**src/design/fcb_pkg.sv**
```systemverilog
package fcb_pkg;
   localparam logic [7:0] FCB_CMD_READ     = 8'h00;
   localparam logic [7:0] FCB_CMD_SIG      = 8'h90;
   localparam logic [7:0] FCB_CMD_ERASE    = 8'h20;
   localparam logic [7:0] FCB_CMD_EVERIFY  = 8'hA0;
   localparam logic [7:0] FCB_CMD_PROG     = 8'h40;
   localparam logic [7:0] FCB_CMD_PVERIFY  = 8'hC0;
   localparam logic [7:0] FCB_CMD_RESET    = 8'hFF;
   localparam int         FCB_ADDR_W       = 17;
   localparam logic [16:0] FCB_SIG_MFR_ADDR = 17'h00000;
   localparam logic [16:0] FCB_SIG_DEV_ADDR = 17'h00001;
   // bus phase lengths in cycles of the 50 ns clock
   localparam int         FCB_CLK_NS       = 50;
   localparam int         FCB_SETUP_NS     = 50;
   localparam int         FCB_STROBE_NS    = 100;
   localparam int         FCB_READ_NS      = 150;
   localparam int         FCB_SETUP_CYC    = (FCB_SETUP_NS + FCB_CLK_NS - 1) / FCB_CLK_NS;
   localparam int         FCB_STROBE_CYC   = (FCB_STROBE_NS + FCB_CLK_NS - 1) / FCB_CLK_NS;
   localparam int         FCB_READ_CYC     = (FCB_READ_NS + FCB_CLK_NS - 1) / FCB_CLK_NS;

   typedef enum logic [3:0] {
      FCB_OP_READ,
      FCB_OP_WRITE,
      FCB_OP_SIG,
      FCB_OP_ARRAY,
      FCB_OP_ERASE,
      FCB_OP_EVERIFY,
      FCB_OP_PROG,
      FCB_OP_PVERIFY,
      FCB_OP_RESET
   } fcb_op_t;

   typedef struct packed {
      fcb_op_t     op;
      logic [16:0] addr;
      logic [7:0]  data;
   } fcb_req_t;

   typedef struct packed {
      logic        chip_sel_n;
      logic        out_gate_n;
      logic        write_n;
      logic [16:0] addr;
      logic [7:0]  dq;
      logic        dq_oe_n;
   } fcb_pins_t;
endpackage : fcb_pkg

```
**src/design/fcb_host.sv**
```systemverilog
`timescale 1ns/100ps
`default_nettype none
// host end: turns one request into a sequence of flash bus cycles
module fcb_host
   import fcb_pkg::*;
#(
   parameter int SETUP_CYC  = FCB_SETUP_CYC,
   parameter int STROBE_CYC = FCB_STROBE_CYC,
   parameter int READ_CYC   = FCB_READ_CYC
) (
   input  wire logic      ref_clk_in,
   input  wire logic      sys_rst_in,
   input  wire fcb_req_t  req_in,
   input  wire logic      req_valid_in,
   output logic           req_ready_out,
   output logic [7:0]     rd_data_out,
   output logic           rd_valid_out,
   output logic           busy_out,
   output fcb_pins_t      pins_out,
   input  wire logic [7:0] dq_in,
   input  wire logic      supply_high_in,
   output logic           id_high_voltage_out
);
   initial begin
      if (SETUP_CYC < 1 || STROBE_CYC < 1 || READ_CYC < 1 || READ_CYC > 255) begin
         $error("fcb_host: phase counts out of range");
      end
   end

   typedef enum logic [2:0] {
      ST_IDLE,
      ST_SETUP,
      ST_STROBE,
      ST_HOLD,
      ST_READ,
      ST_GAP
   } fcb_st_t;

   fcb_st_t     st_q, st_d;
   fcb_req_t    req_q, req_d;
   logic [7:0]  cnt_q, cnt_d;
   logic [1:0]  seq_q, seq_d;     // bus cycles left in this request
   logic        rd_q, rd_d;       // current cycle is a read
   fcb_pins_t   pin_q, pin_d;
   logic [7:0]  rdat_q, rdat_d;
   logic        rval_q, rval_d;
   logic        idv_q, idv_d;

   assign req_ready_out       = (st_q == ST_IDLE);
   assign busy_out            = (st_q != ST_IDLE);
   assign rd_data_out         = rdat_q;
   assign rd_valid_out        = rval_q;
   assign pins_out            = pin_q;
   assign id_high_voltage_out = idv_q;

   // number of bus cycles for each request
   function automatic logic [1:0] op_cycles(input fcb_op_t op);
      case (op)
         FCB_OP_READ,
         FCB_OP_WRITE,
         FCB_OP_ARRAY:    op_cycles = 2'd1;
         FCB_OP_SIG:      op_cycles = 2'd1;
         default:         op_cycles = 2'd2;
      endcase
   endfunction : op_cycles

   // byte written on bus cycle n of a request
   function automatic logic [7:0] op_byte(input fcb_req_t r, input logic first);
      case (r.op)
         FCB_OP_ARRAY:    op_byte = FCB_CMD_READ;
         FCB_OP_ERASE:    op_byte = FCB_CMD_ERASE;   // same byte twice
         FCB_OP_EVERIFY:  op_byte = FCB_CMD_EVERIFY;
         FCB_OP_PROG:     op_byte = first ? FCB_CMD_PROG : r.data;
         FCB_OP_PVERIFY:  op_byte = FCB_CMD_PVERIFY;
         FCB_OP_RESET:    op_byte = FCB_CMD_RESET;
         default:         op_byte = r.data;
      endcase
   endfunction : op_byte

   always_comb begin
      st_d   = st_q;
      req_d  = req_q;
      cnt_d  = cnt_q;
      seq_d  = seq_q;
      rd_d   = rd_q;
      pin_d  = pin_q;
      rdat_d = rdat_q;
      rval_d = 1'b0;
      idv_d  = idv_q;
      case (st_q)
         ST_IDLE: begin
            if (req_valid_in) begin
               req_d = req_in;
               seq_d = op_cycles(req_in.op);
               // erase, program, both verifies and plain writes need the high supply; refused otherwise
               if ((req_in.op == FCB_OP_ERASE || req_in.op == FCB_OP_PROG
                    || req_in.op == FCB_OP_EVERIFY || req_in.op == FCB_OP_PVERIFY
                    || req_in.op == FCB_OP_WRITE) && !supply_high_in) begin
                  st_d = ST_IDLE;
               end else begin
                  rd_d              = (req_in.op == FCB_OP_READ);
                  idv_d             = (req_in.op == FCB_OP_SIG);
                  pin_d.chip_sel_n  = 1'b0;
                  pin_d.addr        = (req_in.op == FCB_OP_SIG) ?
                                      (req_in.addr[0] ? FCB_SIG_DEV_ADDR : FCB_SIG_MFR_ADDR)
                                      : ((req_in.op == FCB_OP_PROG) ? 17'h00000
                                         : req_in.addr);
                  pin_d.dq          = op_byte(req_in, 1'b1);
                  cnt_d             = 8'(SETUP_CYC);
                  st_d              = ST_SETUP;
                  if (req_in.op == FCB_OP_READ || req_in.op == FCB_OP_SIG) begin
                     rd_d = 1'b1;
                  end
               end
            end
         end
         ST_SETUP: begin
            // address stable before the strobe so the falling edge latches it
            if (cnt_q <= 8'h01) begin
               if (rd_q) begin
                  pin_d.out_gate_n = 1'b0;
                  cnt_d            = 8'(READ_CYC);
                  st_d             = ST_READ;
               end else begin
                  pin_d.dq_oe_n = 1'b0;
                  pin_d.write_n = 1'b0;
                  cnt_d         = 8'(STROBE_CYC);
                  st_d          = ST_STROBE;
               end
            end else begin
               cnt_d = cnt_q - 8'h01;
            end
         end
         ST_STROBE: begin
            if (cnt_q <= 8'h01) begin
               pin_d.write_n = 1'b1;         // data latched on this rise
               st_d          = ST_HOLD;
            end else begin
               cnt_d = cnt_q - 8'h01;
            end
         end
         ST_HOLD: begin
            pin_d.dq_oe_n = 1'b1;
            if (seq_q > 2'd1) begin
               seq_d = seq_q - 2'd1;
               if (req_q.op == FCB_OP_PROG) begin
                  pin_d.addr = req_q.addr;   // target address on second write
               end
               pin_d.dq = op_byte(req_q, 1'b0);
               cnt_d    = 8'(SETUP_CYC);
               st_d     = ST_SETUP;
               if (req_q.op == FCB_OP_EVERIFY || req_q.op == FCB_OP_PVERIFY) begin
                  rd_d = 1'b1;               // following read
               end
            end else begin
               st_d = ST_GAP;
            end
         end
         ST_READ: begin
            if (cnt_q <= 8'h01) begin
               rdat_d           = dq_in;
               rval_d           = 1'b1;
               pin_d.out_gate_n = 1'b1;
               st_d             = ST_GAP;
            end else begin
               cnt_d = cnt_q - 8'h01;
            end
         end
         default: begin
            // deselect between requests; device finishes any operation itself
            pin_d.chip_sel_n = 1'b1;
            idv_d            = 1'b0;
            rd_d             = 1'b0;
            st_d             = ST_IDLE;
         end
      endcase
   end

   always_ff @(posedge ref_clk_in or posedge sys_rst_in) begin
      if (sys_rst_in) begin
         st_q   <= ST_IDLE;
         req_q  <= '0;
         cnt_q  <= 8'h00;
         seq_q  <= 2'd0;
         rd_q   <= 1'b0;
         pin_q  <= '{chip_sel_n: 1'b1, out_gate_n: 1'b1, write_n: 1'b1,
                    addr: 17'h00000, dq: 8'h00, dq_oe_n: 1'b1};
         rdat_q <= 8'h00;
         rval_q <= 1'b0;
         idv_q  <= 1'b0;
      end else begin
         st_q   <= st_d;
         req_q  <= req_d;
         cnt_q  <= cnt_d;
         seq_q  <= seq_d;
         rd_q   <= rd_d;
         pin_q  <= pin_d;
         rdat_q <= rdat_d;
         rval_q <= rval_d;
         idv_q  <= idv_d;
      end
   end

   a_gate_needs_sel: assert property (@(posedge ref_clk_in) disable iff (sys_rst_in)
      !pin_q.out_gate_n |-> !pin_q.chip_sel_n) else $error("gate low without select");
   a_strobe_needs_sel: assert property (@(posedge ref_clk_in) disable iff (sys_rst_in)
      !pin_q.write_n |-> !pin_q.chip_sel_n) else $error("strobe without select");
   a_no_contention: assert property (@(posedge ref_clk_in) disable iff (sys_rst_in)
      !(pin_q.dq_oe_n == 1'b0 && pin_q.out_gate_n == 1'b0)) else $error("bus fight");
   a_strobe_width: assert property (@(posedge ref_clk_in) disable iff (sys_rst_in)
      $fell(pin_q.write_n) |-> !pin_q.write_n [*2] ##1 pin_q.write_n)
      else $error("strobe width wrong");
   a_data_during_strobe: assert property (@(posedge ref_clk_in) disable iff (sys_rst_in)
      !pin_q.write_n |-> !pin_q.dq_oe_n && $stable(pin_q.dq)) else $error("data moved");
   a_idv_read_only: assert property (@(posedge ref_clk_in) disable iff (sys_rst_in)
      idv_q |-> pin_q.write_n) else $error("write with id voltage");
   a_erase_gated: assert property (@(posedge ref_clk_in) disable iff (sys_rst_in)
      (st_q == ST_IDLE && req_valid_in && req_in.op == FCB_OP_ERASE && !supply_high_in)
      |=> st_q == ST_IDLE) else $error("erase without supply");
   a_read_result: assert property (@(posedge ref_clk_in) disable iff (sys_rst_in)
      $rose(pin_q.out_gate_n) |-> rval_q) else $error("read lost");
endmodule : fcb_host
`default_nettype wire

```
**config.mk**
```make
export PLATFORM = sky130hd
export DESIGN_NAME = fcb_host
export DESIGN_NICKNAME = d
export VERILOG_FILES = /design/src/design/fcb_pkg.sv /design/src/design/fcb_host.sv
export SDC_FILE = /design/constraint.sdc
export NUM_CORES = 1
export LEC_CHECK = 0
export ABC_AREA = 1
export ABC_CLOCK_PERIOD_IN_PS = 7520
export BUFFER_PORTS_ARGS = -buffer_cell sky130_fd_sc_hd__buf_4
export CAP_MARGIN = 0
export CORE_ASPECT_RATIO = 0.75
export CORE_MARGIN = 3
export CORE_UTILIZATION = 25
export CTS_BUF_LIST = sky130_fd_sc_hd__clkbuf_8
export CTS_CLUSTER_SIZE = 8
export DETAILED_ROUTE_END_ITERATION = 10
export MAX_ROUTING_LAYER = met4
export SLEW_MARGIN = 20
export SYNTH_ARGS = -nofsm -noshare
export SYNTH_HDL_FRONTEND = slang
export SYNTH_SLANG_ARGS = --single-unit
```
**constraint.sdc**
```tcl
create_clock -name ref_clk_in -period 7.52 [get_ports ref_clk_in]
set_clock_uncertainty 0.15 [all_clocks]
set_input_delay 1.504 -clock ref_clk_in [delete_from_list [all_inputs] [get_ports ref_clk_in]]
set_output_delay 1.504 -clock ref_clk_in [all_outputs]
set_load 0.005 [all_outputs]
```
* After elaboration in Yosys (flattened, before gate mapping) *
Index checks and enable logic that the tools add are counted.
Widths: inputs -> output; s select.

cells by class
  eq/ne operators = 29
  bitwise operators = 2
  reductions and logical operators = 32
  muxes and demuxes = 51
  magnitude comparators = 2
  add/subtract/negate cells = 2

operators by type and width
  operator             number
  $mux 25              3
  $mux 17              3
  $pmux 25 s2          1
  $pmux 8 s6           1
  $mux 8               5
  $pmux 8 s5           1
  $eq 4x3->1 const B   8
  $pmux 8 s4           1
  $ne 2x2->1 const B   11
  $mux 1               18
  $mux 3               6
  $reduce_and 4->1     4
  $pmux 3 s5           1
  $reduce_and 5->1     3
  $eq 4x2->1 const B   3
  $pmux 1 s2           5
  $reduce_and 3->1     3
  $eq 4x4->1 const B   2
  $le 8x1->1 const B   1
  $mux 2               4
  $reduce_bool 2->1    4
  $reduce_or 4->1      2
  $sub 8x1->8 const B  1
  $eq 3x2->1 const B   2
  other kinds (18)     25

word-level totals
  register bits = 82
  bits of input ports = 41
  logic and storage cells = 134
  output and inout port bits = 41

* Logic depth before layout (Yosys ltp) *
  depth in word-level cells = 9
  gate-level depth with buffers = 11
  gate-level depth less buffers = 11

* Worst setup path after synthesis *
No wires, ideal clock.

  path kind = input to register
  from = input port req_in[28] in the netlist's numbering
  to = register pin_q (netlist bit pins_out[18])
  data required time = 7.253 ns
  arrival = 2.382 ns
  path slack = 4.871 ns
  buffers on the path = 1
  stages = 9
  library setup time = 0.117 ns
  cell sequence = inv_1 -> nand2_1 -> nor2_1 -> nand2_1 -> nand2_1 -> buf_2 -> o22ai_1 -> nand2_1 -> nand2_1

on the way
  word-level cells in the longest chain between the ends = 8

RTL lines
  what                               line                             RTL
  start: declaration                 fcb_host.sv:13                   input wire fcb_req_t req_in,
  $eq 4x3->1 (on tied branches)      fcb_host.sv:96, fcb_host.sv:106
  $logic_or 1x1->1                   fcb_host.sv:96                   if ((req_in.op == FCB_OP_ERASE || req_in.op == FCB_OP_PROG
  $logic_or 1x1->1 (2 in series)     fcb_host.sv:97                   || req_in.op == FCB_OP_EVERIFY || req_in.op == FCB_OP_PVERIFY
  $logic_or 1x1->1                   fcb_host.sv:98                   || req_in.op == FCB_OP_WRITE) && !supply_high_in) begin
  $logic_and 1x1->1                  fcb_host.sv:98
  $ne 2x2->1 (no source line)        -
  $reduce_and 5->1 (no source line)  -
  end signal: assignment             fcb_host.sv:186                  pin_q <= '{chip_sel_n: 1'b1, out_gate_n: 1'b1, write_n: 1'b1,
  end signal: assignment             fcb_host.sv:197                  pin_q <= pin_d;
  end: declaration                   fcb_host.sv:44                   fcb_pins_t pin_q, pin_d;

Several ways; a longest one is shown, not always the timed one. The select of a mux whose other input is x is not followed.
A chain may end at the register's enable or synchronous reset.

* Worst setup path in the final report *
  from = register st_q[1]
  to = output port busy_out

on the way
  word-level cells in the longest chain between the ends = 1

RTL lines
  what                      line             RTL
  start: declaration        fcb_host.sv:39   fcb_st_t st_q, st_d;
  start signal: assignment  fcb_host.sv:192  st_q <= st_d;
  $reduce_bool 3->1         fcb_host.sv:50   assign busy_out = (st_q != ST_IDLE);
  end: declaration          fcb_host.sv:18   output logic busy_out,

No other way between the ends.

==> flow_metrics.py <==
metrics = {
    "run_status": {
        "outcome": "complete, no violations",
    },
    "detailed_routing": {
        "drc": 0,
        "num_vias": 3720,
        "via_per_inst": 4.33,
        "routed_wl_mm": 11.1,
        "drtAntennaViolNets": 0,
        "wl_per_cell_um": 12.9,
        "drtIter0Drc": 306,
        "firstDrtPassIters": 4,
    },
    "hold_path": {
        "hold_path.class": "flip-flop to flip-flop",
    },
    "cts": {
        "ctsResizeCount": 0,
        "post-cts-setup-buffer-count": 0,
        "cts.clk_slew.worst_paths_ns": 0.08,
        "htree_levels": 3,
        "cts_made_buffers": 9,
        "cts_buffer_depth": 2,
        "hold_buffers": 0,
        "cts_tree": "built",
        "worst_skew_pair.late_latency_ns": 0.37,
        "root_buffer": "clkbuf_8",
        "clock-sinks": 82,
    },
    "setup_path": {
        "start_kind": "flip-flop",
        "cp.required_ns": 5.87,
        "worstPathCellList": "inv_2, nand2_2, nor2_4, inv_2, buf_4",
        "critPathSlowestCell": "dfrtp_1",
        "worst-setup-path-type": "flip-flop to primary output",
        "max_stage_delay_ns": 0.44,
        "critPathBufInv": 3,
        "endpoint_kind": "primary output",
        "crit_family": "flip-flops",
        "cp.arrival_ns": 1.37,
        "cp_common_cell": "inv_2",
        "cp_max_fo": 6,
    },
    "grt": {
        "grt_usage_pct": 13.0,
        "grt_pass1_vias": 3603,
        "grt_overflow_total": 0,
        "antenna_found_initial": 0,
        "grt_pass1_wl_mm": 18.8,
        "grt_start_max_net_pins": 83,
    },
    "placed_design": {
        "gp_congestion": 0.826,
        "port-buffer-count": 81,
        "postPlaceCellArea_mm2": 0.00501,
        "post-dp-hpwl_mm": 7.94,
    },
    "timing": {
        "fmax_ghz": 0.331,
        "layout_min_cycle_time_ns": 3.02,
        "slew_violations": 0,
        "worstMarginPinSlew_ns": 0.933,
        "slew_headroom_pct": 37.7,
        "rsz0062_at_grt": "false",
        "tns_ns": 0,
        "finalCritPeriodShare_pct": 40.2,
        "finalSetupViolations": 0,
        "hold_viol_final": 0,
    },
    "synth": {
        "synth_nets": 610,
        "ys_types": 31,
        "ys_seq_area_share_pct": 48.8,
        "synth_seq_cells": 82,
        "syn_area_per_cell_um2": 7.45,
        "synth.area.top_cells": "dfrtp_1 46%, nand2_1 23%, o21ai_0 5.2%",
        "syn_inst": 566,
        "synth_top_area_share_pct": 46.3,
        "synth_area_leader_cell": "dfrtp_1",
        "syn_area_mm2": 0.00422,
        "ys_warn_count": 0,
    },
    "finish": {
        "antenna_cells": 0,
        "syn_to_final_growth_pct": 23.0,
        "regArea_mm2": 0.00206,
        "layout.nets": 689,
        "multi_input_comb_area_mm2": 0.00184,
        "final_layout_size_suffix_gt1_share_pct": 20.2,
        "design_area_mm2": 0.00519,
        "fillers": 1760,
    },
    "floorplan": {
        "rows": 40,
        "die_h_um": 118,
        "ioPinCount": 82,
        "start_util_pct": 25.9,
        "dieArea_mm2": 0.0185,
        "core_mm2": 0.0163,
        "die_w_um": 156,
    },
    "job": {
        "cap_violations": 0,
    },
    "power": {
        "ir_drop_v": 0.000129,
        "p_per_area_mw_per_mm2": 372,
        "p_leak_nw": 2.80,
    },
}
==> power breakdown <==
group / switching [mW] / internal [mW] / total, mW
clock network: 0.164 / 0.126 / 0.290
logic: 0.534 / 0.348 / 0.882
registers: 0.117 / 0.639 / 0.756
==> cell type report <==
class                      instances  share of cell area, %
sequential                        82                   39.7
multi-input combinational        408                   35.5
timing repair buffer              83                   12.1
tap                              210                   5.07
inverter                          61                   4.44
clock buffer                      10                   2.65
clock inverter                     6                  0.627
==> worst register-to-register path, delay by kind of cell (launching register included) <==
kind / cells / cell delay [ns]
AND/OR/NAND/NOR: 6 / 1.97
buffers and inverters: 1 / 0.09
flip-flops: 1 / 0.45
==> through the flow <==
step,setup slack (ns),hold WS [ns],instances,total power [mW],utilization [%]
6_report,4.50,0.317,860,1.93,31.9
5_1_grt,4.39,0.335,860,2.13,31.9
4_1_cts,4.46,0.321,860,1.96,31.9
3_5_place_dp,4.26,0.309,844,1.66,30.8
3_3_place_gp,4.31,0.306,844,1.64,30.8
2_1_floorplan,3.76,0.299,566,1.33,-
==> per-layer routing <==
layer  vias to the layer above  GRT usage [%]  wire length, µm  share of wire, %
li1                       1947              -                -                 -
met1                      1697           18.3             5550                50
met2                        68           18.6             4920                44
met3                         8           3.70              485               4.4
met4                         0           3.09              116               1.0
met5                         -              -                0                 0
==> synthesized netlist by cell type, drive strengths merged <==
master,number
nor3,2
nand3,35
clkbuf,1
buf,14
dfrtp,78
dfstp,4
nand4,8
nand2,258
nand3b,2
nor2,28
xor2,3
clkinv,1
inv,60
or2,1
o31ai,1
o21ai,46
o22ai,13
a31oi,3
ha,3
a21oi,5
==> cell families after synthesis <==
| family | Yosys count | share of synthesized area [%] |
|---|---|---|
| buffers and inverters | 76 | 7.57 |
| XOR/XNOR | 3 | 0.623 |
| AO/OA/AOI/OAI | 68 | 8.90 |
| AND/OR/NAND/NOR | 334 | 33.2 |
| flip-flops | 82 | 48.8 |
| adder cells (fa/ha/maj) | 3 | 0.891 |
==> worst paths after layout <==
path                               from      endpoint  slack, ns  cells after the start
hold / removal             pins_out[27]  pins_out[27]       0.32                      2
max in group asynchronous    sys_rst_in     req_q[22]       5.52                      3
hold reg to reg            pins_out[27]  pins_out[27]       0.32                      2
setup / recovery                st_q[1]      busy_out       4.50                      5
min in group asynchronous    sys_rst_in     req_q[11]       1.19                      3
setup reg to reg                st_q[2]  pins_out[11]       4.81                      7
==> state kept, by name, indices dropped and copies added, names as in the netlist <==
register,count
cnt_q,8
id_high_voltage_out,1
pins_out,29
rd_data_out,8
rd_q,1
rd_valid_out,1
req_q,29
seq_q,2
st_q,3
==> cell usage in the layout, fill, tap and decap left out, drive strengths merged <==
cell type and count:
inv 59, xor2 3, a31oi 3, clkinv 7
nand2 258, nand3b 2, nand4 8, o21ai 46
dfrtp 78, clkbuf 10, buf 83, clkinvlp 1
a21oi 5, o22ai 13, nand3 35, ha 3
or2 1, o31ai 1, nor3 2, nor2 28
dfstp 4
Note: power is estimated with default switching activity, not from simulation.
